### src/design/mmdp_pkg.sv
package mmdp_pkg;

  // microword layout
  localparam int UW_W        = 16;
  localparam int BYTE_W      = 8;
  localparam int REG_AW      = 4;
  localparam int IDX_W       = 3;
  localparam int XLATE_W     = 16;
  localparam int FLAG_W      = 8;

  localparam int A_FIELD_LO  = 0;
  localparam int A_FIELD_HI  = 3;
  localparam int B_FIELD_LO  = 4;
  localparam int B_FIELD_HI  = 7;
  localparam int LIT_LO      = 4;
  localparam int LIT_HI      = 11;
  localparam int SETCC_BIT   = 8;
  localparam int LCF_C_BIT   = 4;
  localparam int LCF_V_BIT   = 5;
  localparam int LCF_Z_BIT   = 6;
  localparam int LCF_N_BIT   = 7;

  // opcode match values
  localparam logic [3:0] OPC_LIT_TOP    = 4'h6;   // bits 15:12, 06xxxx
  localparam logic [7:0] OPC_INDEX_LOW  = 8'h75;  // bits 15:8, 072400-072777
  localparam logic [7:0] OPC_XLATE      = 8'hee;  // bits 15:8, 167000-167377
  localparam logic [7:0] OPC_COPY_FLAGS = 8'h72;  // bits 15:8, 071000-071377
  localparam logic [7:0] OPC_LOAD_FLAGS = 8'h73;  // bits 15:8, 071400-071777
  localparam logic [6:0] OPC_MOVE_BYTE  = 7'h40;  // bits 15:9, 100000-100777
  localparam logic [6:0] OPC_COND_MOVE  = 7'h42;  // bits 15:9, 102000-102777

  // flag register bit positions
  localparam int FLAG_NB = 7;
  localparam int FLAG_ZB = 6;
  localparam int FLAG_C4 = 5;
  localparam int FLAG_C8 = 4;
  localparam int FLAG_N  = 3;
  localparam int FLAG_Z  = 2;
  localparam int FLAG_V  = 1;
  localparam int FLAG_C  = 0;

  localparam logic [FLAG_W-1:0]  FLAGS_RST = 8'h00;
  localparam logic [BYTE_W-1:0]  REG_RST   = 8'h00;
  localparam logic [IDX_W-1:0]   IDX_RST   = 3'h0;
  localparam logic [XLATE_W-1:0] XLATE_RST = 16'h0000;

  typedef enum logic [7:0] {
    MMDP_OP_NONE  = 8'h01,
    MMDP_OP_LIT   = 8'h02,
    MMDP_OP_INDEX = 8'h04,
    MMDP_OP_XLATE = 8'h08,
    MMDP_OP_COPYF = 8'h10,
    MMDP_OP_LOADF = 8'h20,
    MMDP_OP_MOVE  = 8'h40,
    MMDP_OP_CMOVE = 8'h80
  } mmdp_op_t;

endpackage : mmdp_pkg

### src/design/mmdp_core.sv
// Overview of operation
// - The destination register number comes from microword bits 3:0 and the source from 7:4.
// - Load-constant (06xxxx) writes microword bits 11:4 into the destination in one cycle.
// - Load-constant updates byte-negative and byte-zero only, leaving carries and codes.
// - Load-index-low copies destination bits 2:0 into the index register, nothing else.
// - The 3-bit index register serves indirect addressing and changes only by two paths.
// - Load-translation loads source:destination into the 16-bit translation register.
// - Copy-flags writes the whole flag register into the destination, flags unchanged.
// - Flag layout is NB, ZB, half carry, byte carry in 7:4 and N, Z, V, C in 3:0.
// - Load-flags always loads NB, ZB and both carries from destination bits 7:4.
// - Load-flags loads C, V, Z, N from bits 0..3 only where microword bit 4..7 is one.
// - Move-byte copies source to destination and updates byte-negative and byte-zero.
// - The setcc move also sets N and Z, clears V, and leaves C and both carries.
// - Conditional move copies the byte only when the carry code was one beforehand.
// - Conditional move touches flags only when carry was one, else nothing changes.
// - Every operation completes internally with no system bus transfer.
`timescale 1ns/1ps
`default_nettype none

module mmdp_core #(
  parameter int NREGS = 16
) (
  // clock and reset
  input  wire logic                           i_clk,
  input  wire logic                           i_nrst,
  // microinstruction issue
  input  wire logic                           i_exec,
  input  wire logic [mmdp_pkg::UW_W-1:0]      i_ucode_word,
  // input-word side path into index and translation registers
  input  wire logic                           i_in_word_load,
  input  wire logic [mmdp_pkg::XLATE_W-1:0]   i_in_word,
  input  wire logic [mmdp_pkg::IDX_W-1:0]     i_in_index,
  // register read port
  input  wire logic                           i_rd_indirect,
  input  wire logic [mmdp_pkg::REG_AW-1:0]    i_rd_addr,
  output var  logic [mmdp_pkg::BYTE_W-1:0]    o_rd_data,
  // state out
  output var  logic [mmdp_pkg::FLAG_W-1:0]    o_flags,
  output var  logic [mmdp_pkg::IDX_W-1:0]     o_index,
  output var  logic [mmdp_pkg::XLATE_W-1:0]   o_xlate,
  output var  logic                           o_done,
  output var  logic                           o_cond_taken,
  output var  logic                           o_unknown_op
);
  import mmdp_pkg::*;

  function automatic mmdp_op_t decode_op(input logic [UW_W-1:0] uw);
    mmdp_op_t op;
    op = MMDP_OP_NONE;
    if (uw[15:12] == OPC_LIT_TOP) begin
      op = MMDP_OP_LIT;
    end else if (uw[15:8] == OPC_INDEX_LOW) begin
      op = MMDP_OP_INDEX;
    end else if (uw[15:8] == OPC_XLATE) begin
      op = MMDP_OP_XLATE;
    end else if (uw[15:8] == OPC_COPY_FLAGS) begin
      op = MMDP_OP_COPYF;
    end else if (uw[15:8] == OPC_LOAD_FLAGS) begin
      op = MMDP_OP_LOADF;
    end else if (uw[15:9] == OPC_MOVE_BYTE) begin
      op = MMDP_OP_MOVE;
    end else if (uw[15:9] == OPC_COND_MOVE) begin
      op = MMDP_OP_CMOVE;
    end
    return op;
  endfunction : decode_op

  // indirect access keeps the bank bit and swaps the low bits for the index
  function automatic logic [REG_AW-1:0] eff_addr(input logic             ind,
                                                 input logic [REG_AW-1:0] a,
                                                 input logic [IDX_W-1:0]  g);
    return ind ? {a[REG_AW-1], g} : a;
  endfunction : eff_addr

  logic [BYTE_W-1:0]  regs      [NREGS];
  logic [BYTE_W-1:0]  next_regs [NREGS];
  logic [FLAG_W-1:0]  flags;
  logic [FLAG_W-1:0]  next_flags;
  logic [IDX_W-1:0]   index;
  logic [IDX_W-1:0]   next_index;
  logic [XLATE_W-1:0] xlate;
  logic [XLATE_W-1:0] next_xlate;
  logic [BYTE_W-1:0]  rd_data;
  logic [BYTE_W-1:0]  next_rd_data;
  logic               done;
  logic               next_done;
  logic               cond_taken;
  logic               next_cond_taken;
  logic               unknown_op;
  logic               next_unknown_op;

  mmdp_op_t           op;
  logic [REG_AW-1:0]  a_sel;
  logic [REG_AW-1:0]  b_sel;
  logic [BYTE_W-1:0]  a_val;
  logic [BYTE_W-1:0]  b_val;
  logic [BYTE_W-1:0]  result;
  logic               wr_en;
  logic               setcc;

  assign op    = decode_op(i_ucode_word);
  assign a_sel = i_ucode_word[A_FIELD_HI:A_FIELD_LO];
  assign b_sel = i_ucode_word[B_FIELD_HI:B_FIELD_LO];
  assign a_val = regs[a_sel];
  assign b_val = regs[b_sel];
  assign setcc = i_ucode_word[SETCC_BIT];

  // execution: every operation finishes in the cycle it is issued
  always_comb begin
    next_flags      = flags;
    next_index      = index;
    next_xlate      = xlate;
    next_done       = 1'b0;
    next_cond_taken = 1'b0;
    next_unknown_op = 1'b0;
    result          = REG_RST;
    wr_en           = 1'b0;

    // input-word path: the only other way the index register changes
    if (i_in_word_load) begin
      next_index = i_in_index;
      next_xlate = i_in_word;
    end

    if (i_exec) begin
      next_done = 1'b1;
      unique case (op)
        MMDP_OP_LIT: begin
          result = i_ucode_word[LIT_HI:LIT_LO];
          wr_en  = 1'b1;
          next_flags[FLAG_NB] = result[BYTE_W-1];
          next_flags[FLAG_ZB] = (result == REG_RST);
        end
        MMDP_OP_INDEX: begin
          next_index = a_val[IDX_W-1:0];
        end
        MMDP_OP_XLATE: begin
          next_xlate = {b_val, a_val};
        end
        MMDP_OP_COPYF: begin
          result = flags;
          wr_en  = 1'b1;
        end
        MMDP_OP_LOADF: begin
          next_flags[FLAG_NB] = a_val[FLAG_NB];
          next_flags[FLAG_ZB] = a_val[FLAG_ZB];
          next_flags[FLAG_C4] = a_val[FLAG_C4];
          next_flags[FLAG_C8] = a_val[FLAG_C8];
          if (i_ucode_word[LCF_C_BIT]) begin
            next_flags[FLAG_C] = a_val[FLAG_C];
          end
          if (i_ucode_word[LCF_V_BIT]) begin
            next_flags[FLAG_V] = a_val[FLAG_V];
          end
          if (i_ucode_word[LCF_Z_BIT]) begin
            next_flags[FLAG_Z] = a_val[FLAG_Z];
          end
          if (i_ucode_word[LCF_N_BIT]) begin
            next_flags[FLAG_N] = a_val[FLAG_N];
          end
        end
        MMDP_OP_MOVE, MMDP_OP_CMOVE: begin
          // conditional form tests carry as it stood before this cycle
          if (op == MMDP_OP_MOVE || flags[FLAG_C]) begin
            next_cond_taken = (op == MMDP_OP_CMOVE);
            result = b_val;
            wr_en  = 1'b1;
            next_flags[FLAG_NB] = result[BYTE_W-1];
            next_flags[FLAG_ZB] = (result == REG_RST);
            if (setcc) begin
              next_flags[FLAG_N] = result[BYTE_W-1];
              next_flags[FLAG_Z] = (result == REG_RST);
              next_flags[FLAG_V] = 1'b0;
            end
          end
        end
        MMDP_OP_NONE: begin
          next_unknown_op = 1'b1;
        end
      endcase
    end
  end

  // register file next values
  generate
    for (genvar r = 0; r < NREGS; r++) begin : g_reg
      always_comb begin
        next_regs[r] = regs[r];
        if (wr_en && (a_sel == REG_AW'(r))) begin
          next_regs[r] = result;
        end
      end
    end
  endgenerate

  always_comb begin
    next_rd_data = next_regs[eff_addr(i_rd_indirect, i_rd_addr, next_index)];
  end

  always_ff @(posedge i_clk) begin
    if (!i_nrst) begin
      for (int r = 0; r < NREGS; r++) begin
        regs[r] <= REG_RST;
      end
      flags      <= FLAGS_RST;
      index      <= IDX_RST;
      xlate      <= XLATE_RST;
      rd_data    <= REG_RST;
      done       <= 1'b0;
      cond_taken <= 1'b0;
      unknown_op <= 1'b0;
    end else begin
      for (int r = 0; r < NREGS; r++) begin
        regs[r] <= next_regs[r];
      end
      flags      <= next_flags;
      index      <= next_index;
      xlate      <= next_xlate;
      rd_data    <= next_rd_data;
      done       <= next_done;
      cond_taken <= next_cond_taken;
      unknown_op <= next_unknown_op;
    end
  end

  assign o_rd_data    = rd_data;
  assign o_flags      = flags;
  assign o_index      = index;
  assign o_xlate      = xlate;
  assign o_done       = done;
  assign o_cond_taken = cond_taken;
  assign o_unknown_op = unknown_op;

endmodule : mmdp_core

`default_nettype wire

### config.mk
export PLATFORM = sky130hd
export DESIGN_NAME = mmdp_core
export DESIGN_NICKNAME = d
export VERILOG_FILES = /design/src/design/mmdp_pkg.sv /design/src/design/mmdp_core.sv
export SDC_FILE = /design/constraint.sdc
export NUM_CORES = 1
export LEC_CHECK = 0
export ABC_CLOCK_PERIOD_IN_PS = 6800
export BUFFER_PORTS_ARGS = -buffer_cell sky130_fd_sc_hd__buf_2
export CAP_MARGIN = 20
export CELL_PAD_IN_SITES_DETAIL_PLACEMENT = 0
export CELL_PAD_IN_SITES_GLOBAL_PLACEMENT = 2
export CORE_MARGIN = 4
export CORE_UTILIZATION = 41
export CTS_CLUSTER_SIZE = 10
export DETAILED_ROUTE_END_ITERATION = 16
export GPL_ROUTABILITY_DRIVEN = 0
export PLACE_DENSITY = 0.95
export SYNTH_ARGS = -nofsm -noshare
export SYNTH_HDL_FRONTEND = slang
export SYNTH_SLANG_ARGS = --single-unit
### constraint.sdc
create_clock -name i_clk -period 6.8 [get_ports i_clk]
set_clock_uncertainty 0.15 [all_clocks]
set_input_delay 2.04 -clock i_clk [delete_from_list [all_inputs] [get_ports i_clk]]
set_output_delay 2.04 -clock i_clk [all_outputs]
set_load 0.02 [all_outputs]
# Word-level counts from Yosys, hierarchy flattened
# Memories as Yosys holds them, arrays and structs flattened.
# Cells that the tools add are included.
classes:
  n_bitwise: 17
  eq_ne: 35
  mux: 67
  order_cmp: 1
  n_reduce_logical: 32
ops:
  columns: ["operator", "count"]
  rows:
  - ["$mux 8", 43]
  - ["$mux 16", 3]
  - ["$bmux 8 s4", 1]
  - ["$eq 4x4->1 const B", 8]
  - ["$eq 8x7->1 const B", 4]
  - ["$pmux 8 s3", 1]
  - ["$eq 4x3->1 const B", 5]
  - ["$mux 3", 6]
  - ["$eq 8x8->1 const B", 2]
  - ["$logic_and 1x1->1", 16]
  - ["$logic_not 8->1", 2]
  - ["$or 1x1->1", 16]
  - ["$reduce_and 5->1", 3]
  - ["$eq 7x7->1 const B", 2]
  - ["$ne 2x2->1 const B", 5]
  - ["$mux 1", 9]
  - ["$eq 4x2->1 const B", 2]
  - ["$eq 8x1->1 const B", 1]
  - ["$eq 8x2->1 const B", 1]
  - ["$eq 8x3->1 const B", 1]
  - ["$eq 8x4->1 const B", 1]
  - ["$eq 8x5->1 const B", 1]
  - ["$eq 8x6->1 const B", 1]
  - ["$pmux 2 s3", 1]
  - ["other kinds (14)", 17]
word_totals:
  out_inout_bits: 38
  mem_count: 1
  wordCells: 165
  ramBits: 128
  reg_bits: 38
  in_bits: 44
memory_table:
  columns: ["memory", "depth", "word_bits", "rd", "rd_ports_with_merged_regs", "wr", "line_no", "text"]
  rows:
  - ["regs", 16, 8, 18, 0, 16, "mmdp_core.sv:75", "logic [BYTE_W-1:0] regs [NREGS];"]

# Depth between registers and ports, before layout
# Gate-level depths: netlist of the first run.
logic_depth:
  ltp_word: 18
  depth_mapped: 13

# Least setup slack after synthesis of the first run
# No wires, ideal clock.
synth_timing:
  kind: "input-to-reg"
  from: "input port i_ucode_word[5] (netlist bit)"
  to: "register rd_data[7], in the netlist o_rd_data[7]"
  n_path_buf: 3
  stages: 11
  arrival_ns: 4.734
  slack_ns: 1.791
  cell_sequence: "buf_2 clkbuf_1 mux4_1 mux4_2 a222oi_1 buf_6 o21ai_2 a22oi_2 o221ai_2 nand3b_1 nand4_1"
synth_via:
  elab_chain_cells: 8
  word_cells_on_any_way: 23
  cone_classes: "mux: 22; memory: 1"
synth_lines:
  columns: ["element", "line_no", "text"]
  rows:
  - ["start, declared", "mmdp_core.sv:28", "input wire logic [mmdp_pkg::UW_W-1:0] i_ucode_word,"]
  - ["$mem_v2 16x8 (*)", null, null]
  - ["$mux 8 (*)", "mmdp_core.sv:164", "if (op == MMDP_OP_MOVE || flags[FLAG_C]) begin"]
  - ["$pmux 8 s3 (*)", "mmdp_core.sv:127", "unique case (op)"]
  - ["$mux 8 (*)", "mmdp_core.sv:125", "if (i_exec) begin"]
  - ["$mux 8", "mmdp_core.sv:189", "if (wr_en && (a_sel == REG_AW'(r))) begin"]
  - ["$bmux 8 s4 (*)", "mmdp_core.sv:197", "next_rd_data = next_regs[eff_addr(i_rd_indirect, i_rd_addr, next_index)];"]
  - ["$mux 8 (implied by the code) (*) (2 in a row)", "mmdp_core.sv:197", null]
  - ["end signal, assigned", "mmdp_core.sv:219", "rd_data <= next_rd_data;"]
  - ["end, declared", "mmdp_core.sv:83", "logic [BYTE_W-1:0] rd_data;"]
# Every way passes the cells marked *; elsewhere a longest branch is shown, timed or not. The select of a mux whose other input is x is not followed.
# A chain may end at the register's enable or synchronous reset.

# Worst setup path after layout of the first run
layout_timing:
  from: "input port i_ucode_word[0] (netlist bit)"
  to: "register rd_data[5], in the netlist o_rd_data[5]"
layout_via:
  elab_chain_cells: 8
  word_cells_on_any_way: 56
  cone_classes: "eq/ne: 15; mux: 22; bitwise: 1; reduce/logical: 17; memory: 1"
layout_lines:
  columns: ["element", "line_no", "text"]
  rows:
  - ["$mem_v2 16x8", null, null]
  - ["$mux 3", "mmdp_core.sv:127", null]
  - ["$mux 3", "mmdp_core.sv:125", null]
  - ["$mux 3", "mmdp_core.sv:72", "return ind ? {a[REG_AW-1], g} : a;"]
  - ["$not 4->5 (implied by the code)", "mmdp_core.sv:197", null]
  - ["$bmux 8 s4 (*)", "mmdp_core.sv:197", null]
  - ["$mux 8 (implied by the code) (*) (2 in a row)", "mmdp_core.sv:197", null]
# Marked as above.

==> summary.md, run 1 <==
| Metric | Value |
|---|---|
| Critical Path Source Type | `input pin` |
| Sequential fraction of the synthesis area | `0.321` |
| Relative slew slack | `0.249` |
| Async S/R FF share, synth | `0` |
| Area of the multi-input gates | `0.00659 mm²` |
| DR vias | `10,248` |
| DR vias/cell | `6.60` |
| Post-synth EDFFs | `0` |
| Count leader, synth | `nor2_1` |
| Core box area | `0.0245 mm²` |
| Layout cells sized above 1 | `0.200` |
| Total CTS buffers | `17` |
| CP max FO | `20` |
| Fin area | `0.0116 mm²` |
| Reg area | `0.00332 mm²` |
| R2R setup slack | `3060 ps` |
| Worst hold path class | `reg2reg` |
| Skew-Pair Late Insertion Delay | `430 ps` |
| Synth Cell Area | `slightly above 0.01 mm²` |
| Yosys cell types | `76` |
| Setup WS pre-CTS | `between 900 and 1000 ps` |
| RR Startpoint | `regs[15][2]$_SDFF_PN0_` |
| Synthesized Nets | `1,228` |
| Largest net degree at the start of global routing | `~70` |
| # rows | `between 50 and 60` |
| Die Area | `between 0.02 and 0.03 mm²` |
| Mapped Cells | `1,184` |
| Leak Pwr | `~4.3 nW` |
| Setup Fix Bufs, Post-CTS | `0` |
| DIE HEIGHT | `167 µm` |
| Root buffer cell | `clkbuf_16` |
| Grt total ovfl | `0` |
| Post-synth top flop | `dfxtp_1` |
| RSZ-0062 raised after global routing | `no` |
| Synth cell count leaders | `nor2_1, dfxtp_1, nand2_1, a21oi_1, a211oi_1` |
| Drt total wl | `roughly 40,000 µm` |
| First-pass GRT wire length | `59,300 µm` |
| Worst hold path stage count | `2` |
| Post-layout min period | `~5700 ps` |
| Total of max-cap violations | `0` |
| Die W | `167 µm` |
| Post-route ant nets | `0` |
| Critical path endpoint | `o_rd_data[5]$_SDFF_PN0_` |
| # port buffers | `81` |
| Synth Warn # | `0` |
| Clock Sinks | `166` |
| Slew Viols, Final | `0` |
| Synth area leaders | `dfxtp_1, mux4_2, nor2_1` |
| Dpl cell area | `between 0.01 and 0.015 mm²` |
| Fill cell count | `approximately 2,400` |
| Wirelength per Cell | `25.2 µm` |
| Antenna violations before repair | `0` |
| Htree depth | `4` |
| Share of the synthesized area in the top cell type | `0.321` |
| Yosys top cell by area | `dfxtp_1` |
| Worst Setup End Kind | `flip-flop` |
| Initial core utilization | `0.422` |
| I/O Pins | `82` |
| Reg2reg end | `o_rd_data[5]$_SDFF_PN0_` |
| Max VDD drop | `125 µV` |
| Total track usage | `0.273` |
| Fin nets | `1,260` |
| Setup TNS | `0 ps` |
| Pwr/cell area | `197 mW/mm²` |
| Final worst setup slack | `1150 ps` |
| Vias in the first global route | `9,662` |
| Post-Syn Area per Cell | `between 8 and 9 µm²` |
| Final period util | `0.831` |
| FMAX | `177 MHz` |
| Post-DP HPWL | `28,000 µm` |
| Status | `completed` |
| Number of setup violations in the final report | `0` |
| Area grow syn2layout | `12.6%` |
| Clock transition at path regs | `70 ps` |
| Fin util | `0.475` |
| Hold Vio Cnt, Final | `0` |
| Critical path class | `in2reg` |
| Clock Path Buffers | `2` |
| 1st-iter DRT viols | `roughly 1,400` |
| Synth Register Bits | `roughly 170` |
| PostCTS Resize Cnt | `0` |
| CTS tree | `built` |
| CP Data Arrival Time | `~6000 ps` |
| # DRC | `0` |
| Required @ worst endpoint | `7030 ps` |
| Crit. Startpoint | `i_ucode_word[0]` |
| R2R depth | `9` |
| Number of hold buffers added after CTS | `0` |
| Drt first pass iters | `7` |
| Worst Tran Pin Value | `1120 ps` |
| Antenna cells | `0` |
## final cells by class
| class | instances | area share |
|---|---|---|
| multi-input cells | 906 | 0.566 |
| repair buffers | 120 | 0.0600 |
| inverters | 5 | 0.00183 |
| clock buffers | 20 | 0.0392 |
| flip-flops and latches | 166 | 0.285 |
| clock inverters | 11 | 0.0128 |
| well taps | 324 | 0.0348 |
## worst max-delay path, cell delays in order
cell      delay, ps
buf_2           510
mux4_2          610
a22oi_1         450
nand3_1         240
a31oi_2         570
nand2b_1        660
a211oi_1        120
nor4b_1         410
o21ai_0         160
nand2_1         100
## where the power goes
group          switching [mW]  total [mW]  internal (mW)
logic                   0.195       0.289         0.0936
clock network           0.420        1.02          0.597
registers             0.00713       0.992          0.985
## how the worst min path moves through the flow
stage	from	end	slack, ps
after floorplan	regs[4][0]$_SDFF_PN0_	regs[4][0]$_SDFF_PN0_	300
after global placement	regs[9][6]$_SDFF_PN0_	regs[9][6]$_SDFF_PN0_	320
after detailed placement	regs[9][6]$_SDFF_PN0_	regs[9][6]$_SDFF_PN0_	340
after CTS	regs[9][6]$_SDFF_PN0_	regs[9][6]$_SDFF_PN0_	350
after global routing	regs[9][6]$_SDFF_PN0_	regs[9][6]$_SDFF_PN0_	380
final	regs[9][6]$_SDFF_PN0_	regs[9][6]$_SDFF_PN0_	350
## per-stage QoR
step | hold WS, ps | std cells | total power [mW]
after floorplan | 298 | 1184 | 1.20
after global placement | 325 | 1521 | 1.30
after detailed placement | 338 | 1521 | 1.30
after CTS | 347 | 1552 | 2.30
after global routing | 380 | 1552 | 2.36
final | 354 | 1552 | 2.30
## flip-flops by register name, indices dropped and copies added, names as in the netlist
register      cells
regs            128
o_xlate          16
o_flags           8
o_rd_data         8
o_index           3
o_cond_taken      1
o_done            1
o_unknown_op      1
## per-layer routing
metal	vias up	share of wire	track usage
met4	0	0.045	0.121
li1	4502	-	-
met5	-	0	0
met3	143	0.11	0.0725
met1	4925	0.40	0.365
met2	678	0.44	0.416
## cell usage in the layout (no fill, tap or decap), types with 15 or more instances in the layout
cell / n
and3_1: 16
nand3_1: 29
nor2b_1: 15
clkbuf_16: 17
dfxtp_1: 166
a211oi_1: 72
and2_1: 28
buf_4: 39
nor2_1: 180
o21ai_0: 56
nor3_1: 20
mux4_2: 59
buf_2: 81
nand2b_1: 22
mux2i_1: 54
nand2_1: 104
a21oi_1: 80
## cell families after synthesis
family | Yosys count | synth area share
AO/OA/AOI/OAI | 315 | 0.204
AND/OR/NAND/NOR | 456 | 0.207
flip-flops | 166 | 0.321
multiplexers | 135 | 0.221
buffers and inverters | 112 | 0.0467
No activity file was read; power rests on OpenSTA's default activity.
==> inputs of run 2 (changes only) <==
ABC_CLOCK_PERIOD_IN_PS = 5200   (was 6800)
CORE_UTILIZATION = 34   (was 41)
PLACE_DENSITY = 0.87   (was 0.95)
clock period = 5.2 ns   (was 6.8 ns; I/O delays follow)
==> run 2 against run 1 <==
  * Worst hold slack got worse by 5.3 ps
  * Register-to-register slack got worse by 1400 ps
  * Cell area increased by 4.0%
  * First-iteration DRC count increased by 14%
  * Worst setup slack got worse by 780 ps
  * Routed wire length increased by 10%
  * Sequential share of layout area decreased by 1.1 points
  * Flip-flop and latch count unchanged
  * Cell count increased by 7.7%
  * Combinational power increased by 40%
  * Count of clock-buffer cells in the layout increased by 3
  * Die area increased by 20%
==> summary.md, run 2 (synthesis gave the netlist of run 1 again) <==
| Metric | Value |
|---|---|
| Highest-count cells in the layout ignoring fill and taps | `nor2_1, dfxtp_1, nand2_1` |
| Pwr Total | `between 2 and 3 mW` |
| Crit path cell chain | `buf_2 -> buf_12 -> mux4_1 -> mux4_2 -> a222oi_1 -> buf_4 -> nor2_1 -> a21oi_1 -> a2bb2oi_1 -> o221ai_1 -> nand3_1 -> nand4_1` |
| Antenna cells | `0` |
| CP Data Arrival Time | `4980 ps` |
| Worst hold path class | `reg2reg` |
| Final hold slack | `349 ps` |
| First-pass GRT wire length | `63,800 µm` |
| Status | `completed` |
| Largest net degree at the start of global routing | `71` |
| Initial core utilization | `0.347` |
| Total CTS buffers | `17` |
| Clock transition at path regs | `70 ps` |
| Slew Viols, Final | `0` |
| Fin util | `0.406` |
| I/O Pins | `82` |
| Drt total wl | `43,100 µm` |
| Reg2reg end | `o_rd_data[7]$_SDFF_PN0_` |
| Worst Setup End Kind | `flip-flop` |
| Total of max-cap violations | `0` |
| Max VDD drop | `231 µV` |
| Wirelength per Cell | `25.8 µm` |
| Worst hold path startpoint | `regs[9][6]$_SDFF_PN0_` |
| Vias in the first global route | `between 9,000 and 10,000` |
| Drt first pass iters | `6` |
| Die W | `182 µm` |
| Antenna violations before repair | `2` |
| DIE HEIGHT | `182 µm` |
| DR vias | `10,406` |
| Hold endpoint | `regs[9][6]$_SDFF_PN0_` |
| Htree depth | `4` |
| Worst hold path stage count | `2` |
| # rows | `63` |
| RR Startpoint | `regs[5][7]$_SDFF_PN0_` |
| Clock power frac | `0.432` |
| # port buffers | `81` |
| Clock Path Buffers | `2` |
| Fin nets | `1,312` |
| Top reg by flops | `regs` |
| Total track usage | `0.253` |
| Hold Vio Cnt, Final | `0` |
| Die Area | `0.0333 mm²` |
| Root buffer cell | `clkbuf_16` |
| Net Sw Frac | `0.280` |
| CTS tree | `built` |
| Crit path max-delay cell type | `a222oi_1` |
| PostCTS Resize Cnt | `0` |
| Layout cells sized above 1 | `0.233` |
| Required @ worst endpoint | `5350 ps` |
| Switching power | `0.840 mW` |
| Clock Sinks | `166` |
| Grt total ovfl | `0` |
| Post-route ant nets | `0` |
| Slowest cell delay on critical path | `670 ps` |
| DR vias/cell | `6.23` |
| Number of hold buffers added after CTS | `0` |
| Worst Tran Pin Value | `1080 ps` |
| 1st-iter DRT viols | `1,561` |
| FMAX | `between 200 and 250 MHz` |
| Relative slew slack | `0.276` |
| Max reg flops | `128` |
| Final period util | `0.929` |
| Pwr/cell area | `248 mW/mm²` |
| Dpl cells | `around 1,600` |
| R2R setup slack | `between 1500 and 2000 ps` |
| R2R depth | `10` |
| Flop pwr share | `0.433` |
| Critical path class | `in2reg` |
| Leak Pwr | `4.52 nW` |
| CP max FO | `30` |
| Setup Fix Bufs, Post-CTS | `0` |
| Core box area | `~0.030 mm²` |
| # DRC | `0` |
| Comb pwr share | `0.136` |
| Crit. Startpoint | `i_ucode_word[4]` |
| RSZ-0062 raised after global routing | `no` |
| Post-DP HPWL | `31,400 µm` |
| Setup TNS | `0 ps` |
| Final instance count without filler cells | `1,671` |
| Skew-Pair Late Insertion Delay | `440 ps` |
| Post-layout min period | `4830 ps` |
| Leading cell type in the layout, fill and taps excluded | `nor2_1` |
| Cell Int Power | `2.16 mW` |
| Number of setup violations in the final report | `0` |
| Area grow syn2layout | `17.1%` |
| Critical Path Source Type | `input pin` |
run 2: cell types whose count changed in the layout (fill, tap and decap cells not counted), sizes merged:
cell / delta
buf: +52
bufinv: -2
clkbuf: +3
clkinv: -2
clkinvlp: +1
inv: +1
run 2: worst max path at each step:
stage	endpoint	slack [ps]
floorplan	o_rd_data[7]$_SDFF_PN0_	670
detailed placement	o_rd_data[7]$_SDFF_PN0_	60
finish	o_rd_data[7]$_SDFF_PN0_	370
global placement	o_rd_data[7]$_SDFF_PN0_	-7
global route	o_rd_data[7]$_SDFF_PN0_	320
CTS	o_rd_data[7]$_SDFF_PN0_	510
run 2: area by class of cell:
class / count / area [µm²]
Timing Repair Buffer: 172 / 1100
Multi-Input combinational cell: 906 / 6590
Clock buffer: 23 / 498
Clock inverter: 9 / 91.3
Sequential cell: 166 / 3320
Fill cell: 2952 / 17700
Tap cell: 390 / 488
Inverter: 5 / 21.3
run 2: through the flow:
step                area, µm²  setup WS [ps]
floorplan               10300            671
global placement        11500          -7.23
detailed placement      11500           55.6
CTS                     12100            508
global route            12100            319
finish                  12100            371
run 2: power groups by stage:
| stage | Clock [mW] | Combinational, mW | Sequential (mW) |
|---|---|---|---|
| after floorplan | 0 | 0.224 | 1.34 |
| final | 1.29 | 0.406 | 1.30 |
| after detailed placement | 0 | 0.396 | 1.33 |
| after CTS | 1.31 | 0.398 | 1.30 |
| after global placement | 0 | 0.397 | 1.33 |
| after global routing | 1.35 | 0.426 | 1.30 |
run 2: metal layers:
layer,global-route usage,part of all wire,vias up,wire length (µm)
met1,0.348,0.40,4981,17400
met2,0.376,0.43,696,18300
met4,0.107,0.051,2,2180
li1,-,-,4587,-
met3,0.0660,0.12,140,5090
met5,0,0.00030,-,13
run 2: critical path: cells and delay by family:
kind	cells	cell delay, ps
multiplexers	2	1230
AO/OA/AOI/OAI	4	1150
buffers and inverters	3	680
AND/OR/NAND/NOR	3	300
